--- config.mk ---
export PLATFORM = sky130hd
export DESIGN_NAME = mau_core
export DESIGN_NICKNAME = d
export VERILOG_FILES = /design/src/logic/mau_pkg.sv /design/src/logic/mau_core.sv
export SDC_FILE = /design/constraint.sdc
export NUM_CORES = 1
export LEC_CHECK = 0
export CORE_AREA = 2 2 219 221
export DETAILED_ROUTE_END_ITERATION = 6
export DIE_AREA = 0 0 221 223
export DONT_BUFFER_PORTS = 1
export GPL_TIMING_DRIVEN = 1
export PLACE_DENSITY = 0.35
export SYNTH_ARGS = -nofsm -noshare
export SYNTH_HDL_FRONTEND = slang
export SYNTH_SLANG_ARGS = --single-unit
--- constraint.sdc ---
create_clock -name i_clk_sys -period 4.85 [get_ports i_clk_sys]
set_input_delay 0.7275 -clock i_clk_sys [delete_from_list [all_inputs] [get_ports i_clk_sys]]
set_output_delay 0.7275 -clock i_clk_sys [all_outputs]
set_load 0.1 [all_outputs]
--- src/logic/mau_pkg.sv ---
/*
 * Constants and carriers shared by the memory access unit.
 * Assumes a 64-bit element; 32-bit mode uses the low word only, except fill response data, returned whole.
 */
package mau_pkg;

	localparam int          MAU_AW         = 64;
	localparam int          MAU_DW         = 64;
	localparam int          MAU_NB         = 8;
	localparam logic [7:0]  MAU_BE_RST     = 8'h00;
	localparam logic [2:0]  MAU_ATTR_UNC   = 3'h2;
	localparam logic [2:0]  MAU_SZ_BYTE    = 3'h0;
	localparam logic [2:0]  MAU_SZ_WORD    = 3'h3;
	localparam logic [2:0]  MAU_SZ_DWORD   = 3'h7;
	localparam logic [63:0] MAU_FILL_MASK  = 64'hFFFF_FFFF_FFFF_FFC0;

	typedef enum logic [3:0] {
		MAU_OP_LOAD  = 4'h1,
		MAU_OP_STORE = 4'h2,
		MAU_OP_PREF  = 4'h4,
		MAU_OP_SYNC  = 4'h8
	} mau_op_e;

	typedef struct packed {
		mau_op_e     op;
		logic [63:0] virt_location;
		logic        fetch_or_data_sel;
		logic        read_or_write_sel;
		logic [2:0]  size_code;
		logic [63:0] wdata;
	} mau_req_s;

	typedef struct packed {
		logic [63:0] phys_addr;
		logic [2:0]  cache_coherency_attr;
		logic        fault;
	} mau_xlat_s;

	typedef struct packed {
		logic [63:0] addr;
		logic [2:0]  cache_coherency_attr;
		logic        fetch_or_data_sel;
		logic        write;
		logic        fill;
		logic [7:0]  lane_en;
		logic [63:0] wdata;
	} mau_mem_s;

endpackage : mau_pkg

--- src/logic/mau_core.sv ---
/*
 * Load/store access path: translate, issue one memory access, return data.
 * Assumes a translator answering in the same cycle and a memory side
 * with valid/ready request and a one-shot response.
 */
`timescale 1ns/1ps
module mau_core
	import mau_pkg::*;
(
	input  wire logic      i_clk_sys,
	input  wire logic      i_srst,
	input  wire logic      i_mode64,
	input  wire logic      i_big_endian,
	input  wire logic      i_req_valid,
	output logic           o_req_ready,
	input  wire mau_req_s  i_req,
	output logic [63:0]    o_xlat_virt,
	output logic           o_xlat_fetch,
	output logic           o_xlat_write,
	input  wire mau_xlat_s i_xlat,
	output logic           o_mem_valid,
	input  wire logic      i_mem_ready,
	output mau_mem_s       o_mem,
	input  wire logic      i_mem_rvalid,
	input  wire logic [63:0] i_mem_rdata,
	input  wire logic      i_mem_idle,
	output logic           o_rsp_valid,
	output logic [63:0]    o_rsp_data,
	output logic [7:0]     o_rsp_valid_lanes,
	output logic           o_rsp_fault
);

	// ------------------------------------------------------------
	// state
	// ------------------------------------------------------------
	typedef enum logic [4:0] {
		MAU_ST_IDLE = 5'h01,
		MAU_ST_ISSUE = 5'h02,
		MAU_ST_WAIT = 5'h04,
		MAU_ST_SYNC = 5'h08,
		MAU_ST_DONE = 5'h10
	} mau_st_e;

	mau_st_e     st_reg, st_next;
	mau_mem_s    mem_reg, mem_next;
	mau_op_e     op_reg, op_next;
	logic [2:0]  off_reg, off_next;
	logic [63:0] data_reg, data_next;
	logic [7:0]  vl_reg, vl_next;
	logic        flt_reg, flt_next;
	logic [7:0]  req_lanes_reg, req_lanes_next;

	// ------------------------------------------------------------
	// lane selection
	// ------------------------------------------------------------
	logic [2:0] lo_addr;
	logic [3:0] nbytes;
	logic [7:0] span;
	logic [7:0] lanes;
	logic [2:0] mirror;

	always_comb begin
		lo_addr = i_mode64 ? i_xlat.phys_addr[2:0]
			: {1'b0, i_xlat.phys_addr[1:0]};
		nbytes = {1'b0, i_req.size_code} + 4'h1;
		span = 8'((16'h00FF << nbytes) >> 8);
		// lowest address is the item address in either order
		mirror = i_mode64 ? 3'h7 : 3'h3;
		if (i_big_endian) begin
			lanes = 8'(span << (mirror - lo_addr - i_req.size_code));
		end else begin
			lanes = 8'(span << lo_addr);
		end
		if (!i_mode64) begin
			lanes = lanes & 8'h0F;
		end
	end

	assign o_xlat_virt  = i_req.virt_location;
	assign o_xlat_fetch = i_req.fetch_or_data_sel;
	assign o_xlat_write = i_req.read_or_write_sel;
	assign o_req_ready  = (st_reg == MAU_ST_IDLE);

	// ------------------------------------------------------------
	// sequencer
	// ------------------------------------------------------------
	always_comb begin
		st_next = st_reg;
		mem_next = mem_reg;
		op_next = op_reg;
		off_next = off_reg;
		data_next = data_reg;
		vl_next = vl_reg;
		flt_next = flt_reg;
		unique case (st_reg)
			MAU_ST_IDLE: begin
				if (i_req_valid) begin
					op_next = i_req.op;
					off_next = lo_addr;
					flt_next = i_xlat.fault;
					vl_next = MAU_BE_RST;
					data_next = '0;
					mem_next.addr = i_xlat.phys_addr;
					mem_next.cache_coherency_attr =
						i_xlat.cache_coherency_attr;
					mem_next.fetch_or_data_sel = i_req.fetch_or_data_sel;
					mem_next.write = (i_req.op == MAU_OP_STORE);
					mem_next.fill = 1'b0;
					mem_next.lane_en = lanes;
					// unselected store lanes carry no data
					for (int i = 0; i < MAU_NB; i++) begin
						mem_next.wdata[i*8 +: 8] = lanes[i]
							? i_req.wdata[i*8 +: 8] : 8'h00;
					end
					if (i_req.op == MAU_OP_PREF
						|| i_req.op == MAU_OP_LOAD) begin
						if (i_xlat.cache_coherency_attr != MAU_ATTR_UNC)
						begin
							// cached: whole aligned block
							mem_next.addr = i_xlat.phys_addr
								& MAU_FILL_MASK;
							mem_next.fill = 1'b1;
							mem_next.lane_en = i_mode64 ? 8'hFF : 8'h0F;
						end
					end
					if (i_xlat.fault) begin
						st_next = MAU_ST_DONE;
					end else if (i_req.op == MAU_OP_SYNC) begin
						st_next = MAU_ST_SYNC;
					end else begin
						st_next = MAU_ST_ISSUE;
					end
				end
			end
			MAU_ST_ISSUE: begin
				if (i_mem_ready) begin
					st_next = (op_reg == MAU_OP_LOAD) ? MAU_ST_WAIT
						: MAU_ST_DONE;
				end
			end
			MAU_ST_WAIT: begin
				if (i_mem_rvalid) begin
					// element-wide return, only referenced lanes valid
					data_next = mem_reg.fill ? i_mem_rdata
						: (i_mem_rdata & lane_mask(mem_reg.lane_en));
					// fill lanes cover the element, only request lanes count
					vl_next = mem_reg.fill ? req_lanes_reg
						: mem_reg.lane_en;
					st_next = MAU_ST_DONE;
				end
			end
			MAU_ST_SYNC: begin
				if (i_mem_idle) begin
					st_next = MAU_ST_DONE;
				end
			end
			MAU_ST_DONE: begin
				st_next = MAU_ST_IDLE;
			end
			default: begin
				st_next = MAU_ST_IDLE;
			end
		endcase
	end

	function automatic logic [63:0] lane_mask(input logic [7:0] le);
		for (int i = 0; i < MAU_NB; i++) begin
			lane_mask[i*8 +: 8] = {8{le[i]}};
		end
	endfunction : lane_mask

	always_comb begin
		req_lanes_next = req_lanes_reg;
		if (st_reg == MAU_ST_IDLE && i_req_valid) begin
			req_lanes_next = lanes;
		end
	end

	always_ff @(posedge i_clk_sys) begin
		if (i_srst) begin
			st_reg <= MAU_ST_IDLE;
			mem_reg <= '0;
			op_reg <= MAU_OP_LOAD;
			off_reg <= 3'h0;
			data_reg <= '0;
			vl_reg <= MAU_BE_RST;
			flt_reg <= 1'b0;
			req_lanes_reg <= MAU_BE_RST;
		end else begin
			st_reg <= st_next;
			mem_reg <= mem_next;
			op_reg <= op_next;
			off_reg <= off_next;
			data_reg <= data_next;
			vl_reg <= vl_next;
			flt_reg <= flt_next;
			req_lanes_reg <= req_lanes_next;
		end
	end

	// ------------------------------------------------------------
	// outputs
	// ------------------------------------------------------------
	assign o_mem_valid = (st_reg == MAU_ST_ISSUE);
	assign o_mem = mem_reg;
	assign o_rsp_valid = (st_reg == MAU_ST_DONE);
	assign o_rsp_data = data_reg;
	assign o_rsp_valid_lanes = vl_reg;
	assign o_rsp_fault = flt_reg;
endmodule : mau_core

==> results of run 1 <==
-- power by group --
group / total, mW / switching, mW / internal, mW
Combinational: 1.33 / 0.987 / 0.342
Sequential: 3.56 / 1.44 / 2.11
Clock: 2.41 / 0.882 / 1.53
-- cell families after synthesis --
kind of cell / after synthesis / synth area share
and+or+nand+nor: 444 / 0.2067
AOI/OAI and AO/OA: 292 / 0.1947
DFF: 232 / 0.4854
buffers and inverters: 150 / 0.09337
adders and majority gates: 7 / 0.009153
xor gates and xnor gates: 5 / 0.006016
muxes: 4 / 0.004577
-- worst reg2reg max path: stages, from the launching register on --
cell	delay (ns)
dfxtp_1	0.35
or3_1	0.43
or3b_1	0.74
a21oi_4	0.86
buf_4	0.39
nand3_1	0.13
a21oi_1	0.15
-- cell type report --
type,instances,area (µm²),share of cell area
sequential,232,4646,0.4324
multi-input combinational,752,4076,0.3795
clock buffer,41,883.3,0.08223
tap,615,769.5,0.07163
clock inverter,13,195.2,0.01817
timing repair buffer,14,142.6,0.01328
inverter,8,30.03,0.002795
-- worst paths after layout --
| path | startpoint | to |
|---|---|---|
| worst max-delay path | st_reg[0] | o_req_ready |
| worst min-delay path | i_srst | o_mem[84] |
| worst max register to register | st_reg[3] | o_rsp_data[23] |
| worst min register to register | req_lanes_reg[5] | req_lanes_reg[5] |
-- metal layers --
layer / up-vias / wire, µm / global-route usage
li1: 3652 / - / -
met1: 3460 / 13400 / 0.1517
met2: 345 / 15580 / 0.2032
met3: 62 / 3348 / 0.05545
met4: 4 / 931 / 0.04243
met5: - / 30 / 0
-- metrics by stage --
| step | hold slack (ns) | instance area [µm²] | power [mW] |
|---|---|---|---|
| 2_1_floorplan | 0.4163 | 9568 | 4.887 |
| 3_3_place_gp | 0.4385 | 9664 | 4.962 |
| 3_5_place_dp | 0.4344 | 9664 | 4.969 |
| 4_1_cts | 0.1916 | 10740 | 7.444 |
| 5_1_grt | 0.1963 | 10740 | 7.666 |
| 6_report | 0.2418 | 10740 | 7.294 |
-- cell usage in the layout (no fill, tap or decap), types with 3 or more instances in the layout --
cell type / count
inv_1: 8
a211o_1: 4
nor4b_1: 4
ha_1: 7
o211ai_1: 3
mux2_2: 3
nor2_2: 10
clkinv_2: 6
clkbuf_8: 7
a21oi_2: 10
nand2_2: 11
a311oi_1: 4
o21ai_0: 22
a31oi_1: 5
bufinv_16: 5
clkbuf_16: 32
nand3_1: 77
nor2_1: 35
buf_4: 12
nand2b_1: 14
a21oi_1: 158
clkbuf_1: 3
a21o_1: 6
a22o_1: 40
nand2_1: 258
o21ai_1: 7
nand4_1: 10
a22oi_1: 7
dfxtp_1: 231
==> impl_results.html, run 1 <==
<table>
<tr><th>Metric</th><th>Value</th></tr>
<tr><th colspan="2">Status</th></tr>
<tr><td>Run status</td><td>finished, final reports clean</td></tr>
<tr><th colspan="2">Logic synthesis</th></tr>
<tr><td>Share of the synthesized area in the top cell type</td><td>0.4854</td></tr>
<tr><td>Most common cell in the synthesized netlist</td><td>nand2_1</td></tr>
<tr><td>Commonest cells post-synth</td><td>258 x nand2_1, 232 x dfxtp_1, 158 x a21oi_1</td></tr>
<tr><td>Async S/R FF share, synth</td><td>0</td></tr>
<tr><td>Cell type with the highest aggregate area in the netlist</td><td>dfxtp_1</td></tr>
<tr><td>Area of the mapped netlist</td><td>0.009568 mm²</td></tr>
<tr><td>Portion of the post-synthesis area used by sequential elements</td><td>0.4854</td></tr>
<tr><td>Post-Syn Nets</td><td>1418</td></tr>
<tr><td>Register bit count reported by yosys</td><td>232</td></tr>
<tr><td>Top_reg_cell synth</td><td>dfxtp_1</td></tr>
<tr><td>Mean instance size in the synthesized netlist</td><td>8.437 µm²</td></tr>
<tr><td>Post-synth EDFFs</td><td>0</td></tr>
<tr><td>Leading cell types by total area after synthesis</td><td>dfxtp_1 49%, nand2_1 10%, a21oi_1 8.3%, buf_4 5.3%, nand3_1 4.1%</td></tr>
<tr><td>Gate count after technology mapping</td><td>1134</td></tr>
<tr><td>Warning count from the yosys run</td><td>0</td></tr>
<tr><td>Count of unique library cells instantiated by Yosys</td><td>65</td></tr>
<tr><th colspan="2">Finish</th></tr>
<tr><td>Growth of design area from synthesis to finish</td><td>12.28%</td></tr>
<tr><td>Number of non-filler instances in the completed layout</td><td>1675</td></tr>
<tr><td>Fraction of final layout cells sized beyond drive strength 1</td><td>0.1104</td></tr>
<tr><td>Final nets</td><td>1322</td></tr>
<tr><td>N_diodes</td><td>0</td></tr>
<tr><td>Layout filler cell count</td><td>5152</td></tr>
<tr><td>Number of flip-flops in the largest register</td><td>142</td></tr>
<tr><td>Share of the core filled with cells</td><td>0.2279</td></tr>
<tr><th colspan="2">Global routing</th></tr>
<tr><td>Vias in the first global route</td><td>7164</td></tr>
<tr><td>Global-route usage over all layers</td><td>0.1269</td></tr>
<tr><td>Final global-route overflow total</td><td>0</td></tr>
<tr><td>Initial antenna violation count</td><td>2</td></tr>
<tr><td>Wire length of the first global-routing pass</td><td>48.67 mm</td></tr>
<tr><td>Maximum number of pins on one net before global-route repair</td><td>176</td></tr>
<tr><th colspan="2">Clock network</th></tr>
<tr><td>Number of buffers created by CTS</td><td>30</td></tr>
<tr><td>Maximum clock insertion buffer count</td><td>3</td></tr>
<tr><td>Buffer cell driving the clock tree root</td><td>clkbuf_16</td></tr>
<tr><td>Number of buffers added to fix hold violations after cts</td><td>0</td></tr>
<tr><td>Number of resized instances in the post-cts repair step</td><td>0</td></tr>
<tr><td>H-Tree Depth</td><td>1</td></tr>
<tr><td>Clock tree from TritonCTS</td><td>built</td></tr>
<tr><td>Clock slew seen by the registers of the worst setup and hold paths</td><td>0.06 ns</td></tr>
<tr><td>Number of setup buffers added after CTS</td><td>0</td></tr>
<tr><td>Clock sink total</td><td>232</td></tr>
<tr><td>Clock network latency to the later pin of the worst-skew pair</td><td>0.57 ns</td></tr>
<tr><th colspan="2">Route</th></tr>
<tr><td>Total DRC errors in the routed layout</td><td>0</td></tr>
<tr><td>Count of nets left with antenna violations after detail routing</td><td>0</td></tr>
<tr><td>Detailed Route WL</td><td>33.29 mm</td></tr>
<tr><td>Routed wirelength normalized by instance count</td><td>19.87 µm</td></tr>
<tr><td>Routed vias/inst</td><td>4.491</td></tr>
<tr><td>Detailed-router iteration count before antenna repair</td><td>7</td></tr>
<tr><td>Vias after detailed routing</td><td>7523</td></tr>
<tr><td>Starting DRT DRC Count</td><td>441</td></tr>
<tr><th colspan="2">Setup path</th></tr>
<tr><td>Register-to-register path setup slack</td><td>1.71 ns</td></tr>
<tr><td>Crit path DAT</td><td>2.62 ns</td></tr>
<tr><td>Longest individual stage delay on the worst path</td><td>0.75 ns</td></tr>
<tr><td>Worst endpoint required time</td><td>4.12 ns</td></tr>
<tr><td>Worst path buffer plus inverter count</td><td>1</td></tr>
<tr><td>Max FO, Critical Path</td><td>6</td></tr>
<tr><td>Logic depth of the worst setup path including buffers</td><td>3</td></tr>
<tr><td>Depth of the most critical reg-to-reg path</td><td>6</td></tr>
<tr><td>Endpoint kind of the worst setup timing path</td><td>output port</td></tr>
<tr><td>Startpoint class of the critical path</td><td>flop</td></tr>
<tr><td>Crit-path leading delay family</td><td>simple AND/OR/NAND/NOR gates</td></tr>
<tr><td>Type of the setup path with the least slack</td><td>flop to output port</td></tr>
<tr><td>CP cell instances</td><td>nor3b_1 &gt; nand2_1 &gt; inv_1</td></tr>
<tr><td>Critical Path Slowest Stage Cell</td><td>inv_1</td></tr>
<tr><th colspan="2">Timing</th></tr>
<tr><td>Setup repair after global routing missed its margin</td><td>no</td></tr>
<tr><td>Hold Violations, Final</td><td>0</td></tr>
<tr><td>Total of endpoints with negative setup slack in the final report</td><td>0</td></tr>
<tr><td>Worst setup skew after layout</td><td>0.01079 ns</td></tr>
<tr><td>Worst Slack Setup Final</td><td>1.498 ns</td></tr>
<tr><td>Pins Over Slew Limit</td><td>0</td></tr>
<tr><td>Final worst path period share</td><td>0.6911</td></tr>
<tr><td>Worst slew pin tran</td><td>1.193 ns</td></tr>
<tr><td>Max-Slew Margin vs Limit</td><td>0.2038</td></tr>
<tr><td>Total Neg Setup Slack</td><td>0 ns</td></tr>
<tr><td>Peak Freq</td><td>0.2983 GHz</td></tr>
<tr><td>Min Tclk post-route</td><td>3.352 ns</td></tr>
<tr><th colspan="2">Floorplanning</th></tr>
<tr><td>Core region area</td><td>0.04715 mm²</td></tr>
<tr><td>Area of the die</td><td>0.04928 mm²</td></tr>
<tr><td>Initial cell density of the core</td><td>0.2029</td></tr>
<tr><td>Height of the die</td><td>223 µm</td></tr>
<tr><td>Num ports</td><td>561</td></tr>
<tr><td>Number of standard-cell rows in the floorplan</td><td>80</td></tr>
<tr><td>Horizontal die dimension</td><td>221 µm</td></tr>
<tr><th colspan="2">Run</th></tr>
<tr><td>Count of max-cap constraint violations</td><td>0</td></tr>
<tr><th colspan="2">Placement</th></tr>
<tr><td>Detailed placer's ending HPWL</td><td>23.70 mm</td></tr>
<tr><td>Worst slack at placement</td><td>1.167 ns</td></tr>
<tr><td>I/O Buffers</td><td>0</td></tr>
<tr><td>Cell count after placement</td><td>1621</td></tr>
<tr><td>Final weighted congestion of routability-driven global placement</td><td>0.7428</td></tr>
<tr><th colspan="2">Power and ir drop</th></tr>
<tr><td>Peak ir drop on the vdd network</td><td>0.3106 mV</td></tr>
<tr><td>Leakage power total</td><td>3.590 nW</td></tr>
<tr><td>Pwr/cell area</td><td>678.9 mW/mm²</td></tr>
<tr><th colspan="2">Hold path</th></tr>
<tr><td>Kind of path behind the tightest hold check</td><td>input port to flop</td></tr>
<tr><td>Hold Path Depth</td><td>1</td></tr>
</table>
Power figures use the tool's default switching activity.
==> run 2: changes to the inputs <==
Clock period 4.85 ns to 3.4 ns, I/O delays scaled along.
==> run 2 against run 1 <==
Against the previous run: utilization grew 0.22 points; power up 41%; cell area grew 0.98%; clock skew grew 0.022 ns; clock-buffer cell count up 5; sequential share of layout area fell by 0.42 points; die area unchanged; largest cell class unchanged; largest power group unchanged.
==> impl_results.html, run 2 (synthesized netlist as in run 1, its figures left out) <==
<table>
<tr><th>Metric</th><th>Value</th></tr>
<tr><th colspan="2">Route</th></tr>
<tr><td>Total DRC errors in the routed layout</td><td>0 (unchanged)</td></tr>
<tr><td>Starting DRT DRC Count</td><td>434 (-1.6%)</td></tr>
<tr><td>Routed wirelength normalized by instance count</td><td>19.74 µm (-0.65%)</td></tr>
<tr><td>Routed vias/inst</td><td>4.475 (-0.37%)</td></tr>
<tr><td>Vias after detailed routing</td><td>7585 (+0.82%)</td></tr>
<tr><td>Count of nets left with antenna violations after detail routing</td><td>0 (unchanged)</td></tr>
<tr><td>Detailed-router iteration count before antenna repair</td><td>4 (-3)</td></tr>
<tr><td>Detailed Route WL</td><td>33.47 mm (+0.53%)</td></tr>
<tr><th colspan="2">Clock network</th></tr>
<tr><td>Number of buffers created by CTS</td><td>29 (-3.3%)</td></tr>
<tr><td>Buffer cell driving the clock tree root</td><td>clkbuf_16</td></tr>
<tr><td>H-Tree Depth</td><td>1 (unchanged)</td></tr>
<tr><td>Clock sink total</td><td>232 (unchanged)</td></tr>
<tr><td>Number of setup buffers added after CTS</td><td>0 (unchanged)</td></tr>
<tr><td>Clock network latency to the later pin of the worst-skew pair</td><td>0.58 ns (about the same)</td></tr>
<tr><td>Clock slew seen by the registers of the worst setup and hold paths</td><td>0.06 ns (about the same)</td></tr>
<tr><td>Maximum clock insertion buffer count</td><td>3 (unchanged)</td></tr>
<tr><td>Clock tree from TritonCTS</td><td>built</td></tr>
<tr><th colspan="2">Timing</th></tr>
<tr><td>Total of endpoints with negative setup slack in the final report</td><td>0 (unchanged)</td></tr>
<tr><td>Max-Slew Margin vs Limit</td><td>0.2606 (+0.05686)</td></tr>
<tr><td>Setup repair after global routing missed its margin</td><td>no</td></tr>
<tr><td>Final worst path period share</td><td>0.8308</td></tr>
<tr><td>Worst slew pin tran</td><td>1.108 ns (-0.08518 ns)</td></tr>
<tr><td>Worst Slack Setup Final</td><td>0.5752 ns (-0.9229 ns)</td></tr>
<tr><td>Peak Freq</td><td>0.3540 GHz</td></tr>
<tr><td>Min Tclk post-route</td><td>2.825 ns</td></tr>
<tr><td>Final hold slack</td><td>0.05244 ns (-0.1893 ns)</td></tr>
<tr><td>Hold Violations, Final</td><td>0 (unchanged)</td></tr>
<tr><td>Pins Over Slew Limit</td><td>0 (unchanged)</td></tr>
<tr><td>Worst setup skew after layout</td><td>0.03304 ns (+0.02225 ns)</td></tr>
<tr><td>Total Neg Setup Slack</td><td>0 ns (unchanged)</td></tr>
<tr><th colspan="2">Finish</th></tr>
<tr><td>Growth of design area from synthesis to finish</td><td>13.38%</td></tr>
<tr><td>Number of non-filler instances in the completed layout</td><td>1695 (+1.2%)</td></tr>
<tr><td>Fraction of final layout cells sized beyond drive strength 1</td><td>0.1148 (+0.004437)</td></tr>
<tr><td>Most common cell after layout, fill and taps aside</td><td>nand2_1</td></tr>
<tr><td>N_diodes</td><td>0 (unchanged)</td></tr>
<tr><td>Area of the multi-input gates</td><td>0.004091 mm² (+0.37%)</td></tr>
<tr><td>Number of flip-flops in the largest register</td><td>142 (unchanged)</td></tr>
<tr><td>Layout filler cell count</td><td>5156 (+0.078%)</td></tr>
<tr><td>Commonest cells after routing, fill and taps aside</td><td>258 x nand2_1, 231 x dfxtp_1, 158 x a21oi_1</td></tr>
<tr><td>Final nets</td><td>1342 (+1.5%)</td></tr>
<tr><td>Sequential cell area</td><td>0.004646 mm² (unchanged)</td></tr>
<tr><th colspan="2">Global routing</th></tr>
<tr><td>Global-route usage over all layers</td><td>0.1279 (+0.0009805)</td></tr>
<tr><td>Final global-route overflow total</td><td>0 (unchanged)</td></tr>
<tr><td>Wire length of the first global-routing pass</td><td>49.07 mm (+0.82%)</td></tr>
<tr><td>Maximum number of pins on one net before global-route repair</td><td>172 (-2.3%)</td></tr>
<tr><td>Vias in the first global route</td><td>7503 (+4.7%)</td></tr>
<tr><td>Initial antenna violation count</td><td>2 (unchanged)</td></tr>
<tr><th colspan="2">Floorplanning</th></tr>
<tr><td>Initial cell density of the core</td><td>0.2029 (unchanged)</td></tr>
<tr><td>Horizontal die dimension</td><td>221 µm (unchanged)</td></tr>
<tr><td>Num ports</td><td>561 (unchanged)</td></tr>
<tr><td>Area of the die</td><td>0.04928 mm² (unchanged)</td></tr>
<tr><td>Core region area</td><td>0.04715 mm² (unchanged)</td></tr>
<tr><td>Height of the die</td><td>223 µm (unchanged)</td></tr>
<tr><td>Number of standard-cell rows in the floorplan</td><td>80 (unchanged)</td></tr>
<tr><th colspan="2">Placement</th></tr>
<tr><td>Final weighted congestion of routability-driven global placement</td><td>0.7633 (+2.8%)</td></tr>
<tr><td>Cell count after placement</td><td>1637 (+0.99%)</td></tr>
<tr><td>I/O Buffers</td><td>0 (unchanged)</td></tr>
<tr><td>Detailed placer's ending HPWL</td><td>23.67 mm (-0.12%)</td></tr>
<tr><td>Worst slack at placement</td><td>0.2804 ns (-0.8868 ns)</td></tr>
<tr><th colspan="2">Hold path</th></tr>
<tr><td>Worst hold start</td><td>i_req[14]</td></tr>
<tr><td>Kind of path behind the tightest hold check</td><td>input port to flop</td></tr>
<tr><th colspan="2">Power and ir drop</th></tr>
<tr><td>Register share of total power</td><td>0.481 (-0.007)</td></tr>
<tr><td>Leakage power total</td><td>3.644 nW (+1.5%)</td></tr>
<tr><td>Peak ir drop on the vdd network</td><td>0.4542 mV (+46%)</td></tr>
<tr><td>Clock network fraction of total power</td><td>0.308 (-0.022)</td></tr>
<tr><td>Switching power of the nets</td><td>4.731 mW (+43%)</td></tr>
<tr><td>Overall power consumption</td><td>10.29 mW (+41%)</td></tr>
<tr><td>Pwr/cell area</td><td>948.6 mW/mm² (+40%)</td></tr>
<tr><td>Proportion of power drawn by combinational gates</td><td>0.212 (+0.030)</td></tr>
<tr><td>Int Power</td><td>5.560 mW (+40%)</td></tr>
<tr><td>Switching share of total power</td><td>0.4597 (+0.005522)</td></tr>
<tr><th colspan="2">Setup path</th></tr>
<tr><td>Worst endpoint required time</td><td>2.89 ns (-1.23 ns)</td></tr>
<tr><td>Critical register-to-register path startpoint</td><td>st_reg[0]</td></tr>
<tr><td>Crit path launch</td><td>st_reg[0]</td></tr>
<tr><td>Max FO, Critical Path</td><td>6 (unchanged)</td></tr>
<tr><td>Startpoint class of the critical path</td><td>flop</td></tr>
<tr><td>Type of the setup path with the least slack</td><td>flop to output port</td></tr>
<tr><td>Worst setup endpoint</td><td>o_req_ready</td></tr>
<tr><td>Depth of the most critical reg-to-reg path</td><td>5 (-1)</td></tr>
<tr><td>Reg2Reg Capture Point</td><td>o_mem[47]</td></tr>
<tr><td>Endpoint kind of the worst setup timing path</td><td>output port</td></tr>
<tr><td>Register-to-register path setup slack</td><td>0.78 ns (-0.93 ns)</td></tr>
<tr><td>Crit path DAT</td><td>2.31 ns (-0.31 ns)</td></tr>
<tr><th colspan="2">Run</th></tr>
<tr><td>Count of max-cap constraint violations</td><td>0 (unchanged)</td></tr>
<tr><th colspan="2">Status</th></tr>
<tr><td>Run status</td><td>finished, final reports clean</td></tr>
</table>
[run 2: cell types whose count changed in the layout (fill, tap and decap cells not counted), moves of 2 or more]
cell	previous run	this run
buf_4	12	25
clkbuf_1	3	11
clkinv_2	6	0
buf_12	0	5
dlygate4sd3_1	0	5
clkbuf_16	32	29
inv_6	0	3
bufinv_16	5	3
[run 2: power groups by stage]
| stage | clock network (mW) | logic (mW) | registers [mW] |
|---|---|---|---|
| 6_report | 3.16 | 2.18 | 4.95 |
| 5_1_grt | 3.42 | 2.44 | 4.98 |
| 4_1_cts | 3.32 | 2.25 | 4.95 |
| 3_5_place_dp | 0 | 2.24 | 5.01 |
| 3_3_place_gp | 0 | 2.23 | 5.01 |
| 2_1_floorplan | 0 | 1.95 | 5.03 |
[run 2: timing repair]
action,CTS,global route
gates resized for setup,0,0
hold buffers,1,4
hold endpoints to repair,5,1
[run 2: layout make-up]
type                    instances  share of cell area
well taps                     615             0.07093
flip-flops and latches        232              0.4283
clock buffers                  46             0.07832
clock inverters                 7             0.01142
multi-input cells             752              0.3772
repair buffers                 35             0.03114
inverters                       8            0.002768
[run 2: how the worst min path moves through the flow]
stage                       endpoint  cells past startpoint
floorplan           req_lanes_reg[6]                      2
finish                     o_mem[14]                      1
global route               o_mem[13]                      1
CTS                        o_mem[14]                      1
global placement    req_lanes_reg[6]                      2
detailed placement  req_lanes_reg[4]                      1
[run 2: per-layer routing]
layer  up-vias  global-route usage  part of all wire
met5         -                   0           0.00099
met4         4             0.04503             0.028
met3        59             0.05637              0.10
met2       351              0.2085              0.46
met1      3483              0.1487              0.41
li1       3688                   -                 -
[run 2: critical path, stage by stage (launching register included)]
cell     delay [ns]
dfxtp_1        0.45
nor3b_1        0.50
nand2_1        0.35
inv_1          0.12
buf_4          0.30
[run 2: through the flow]
stage	utilization	cell area, µm²
3_3_place_gp	0.2084	9824
3_5_place_dp	0.2084	9824
4_1_cts	0.2292	10810
6_report	0.2301	10850
2_1_floorplan	-	9579
5_1_grt	0.2301	10850
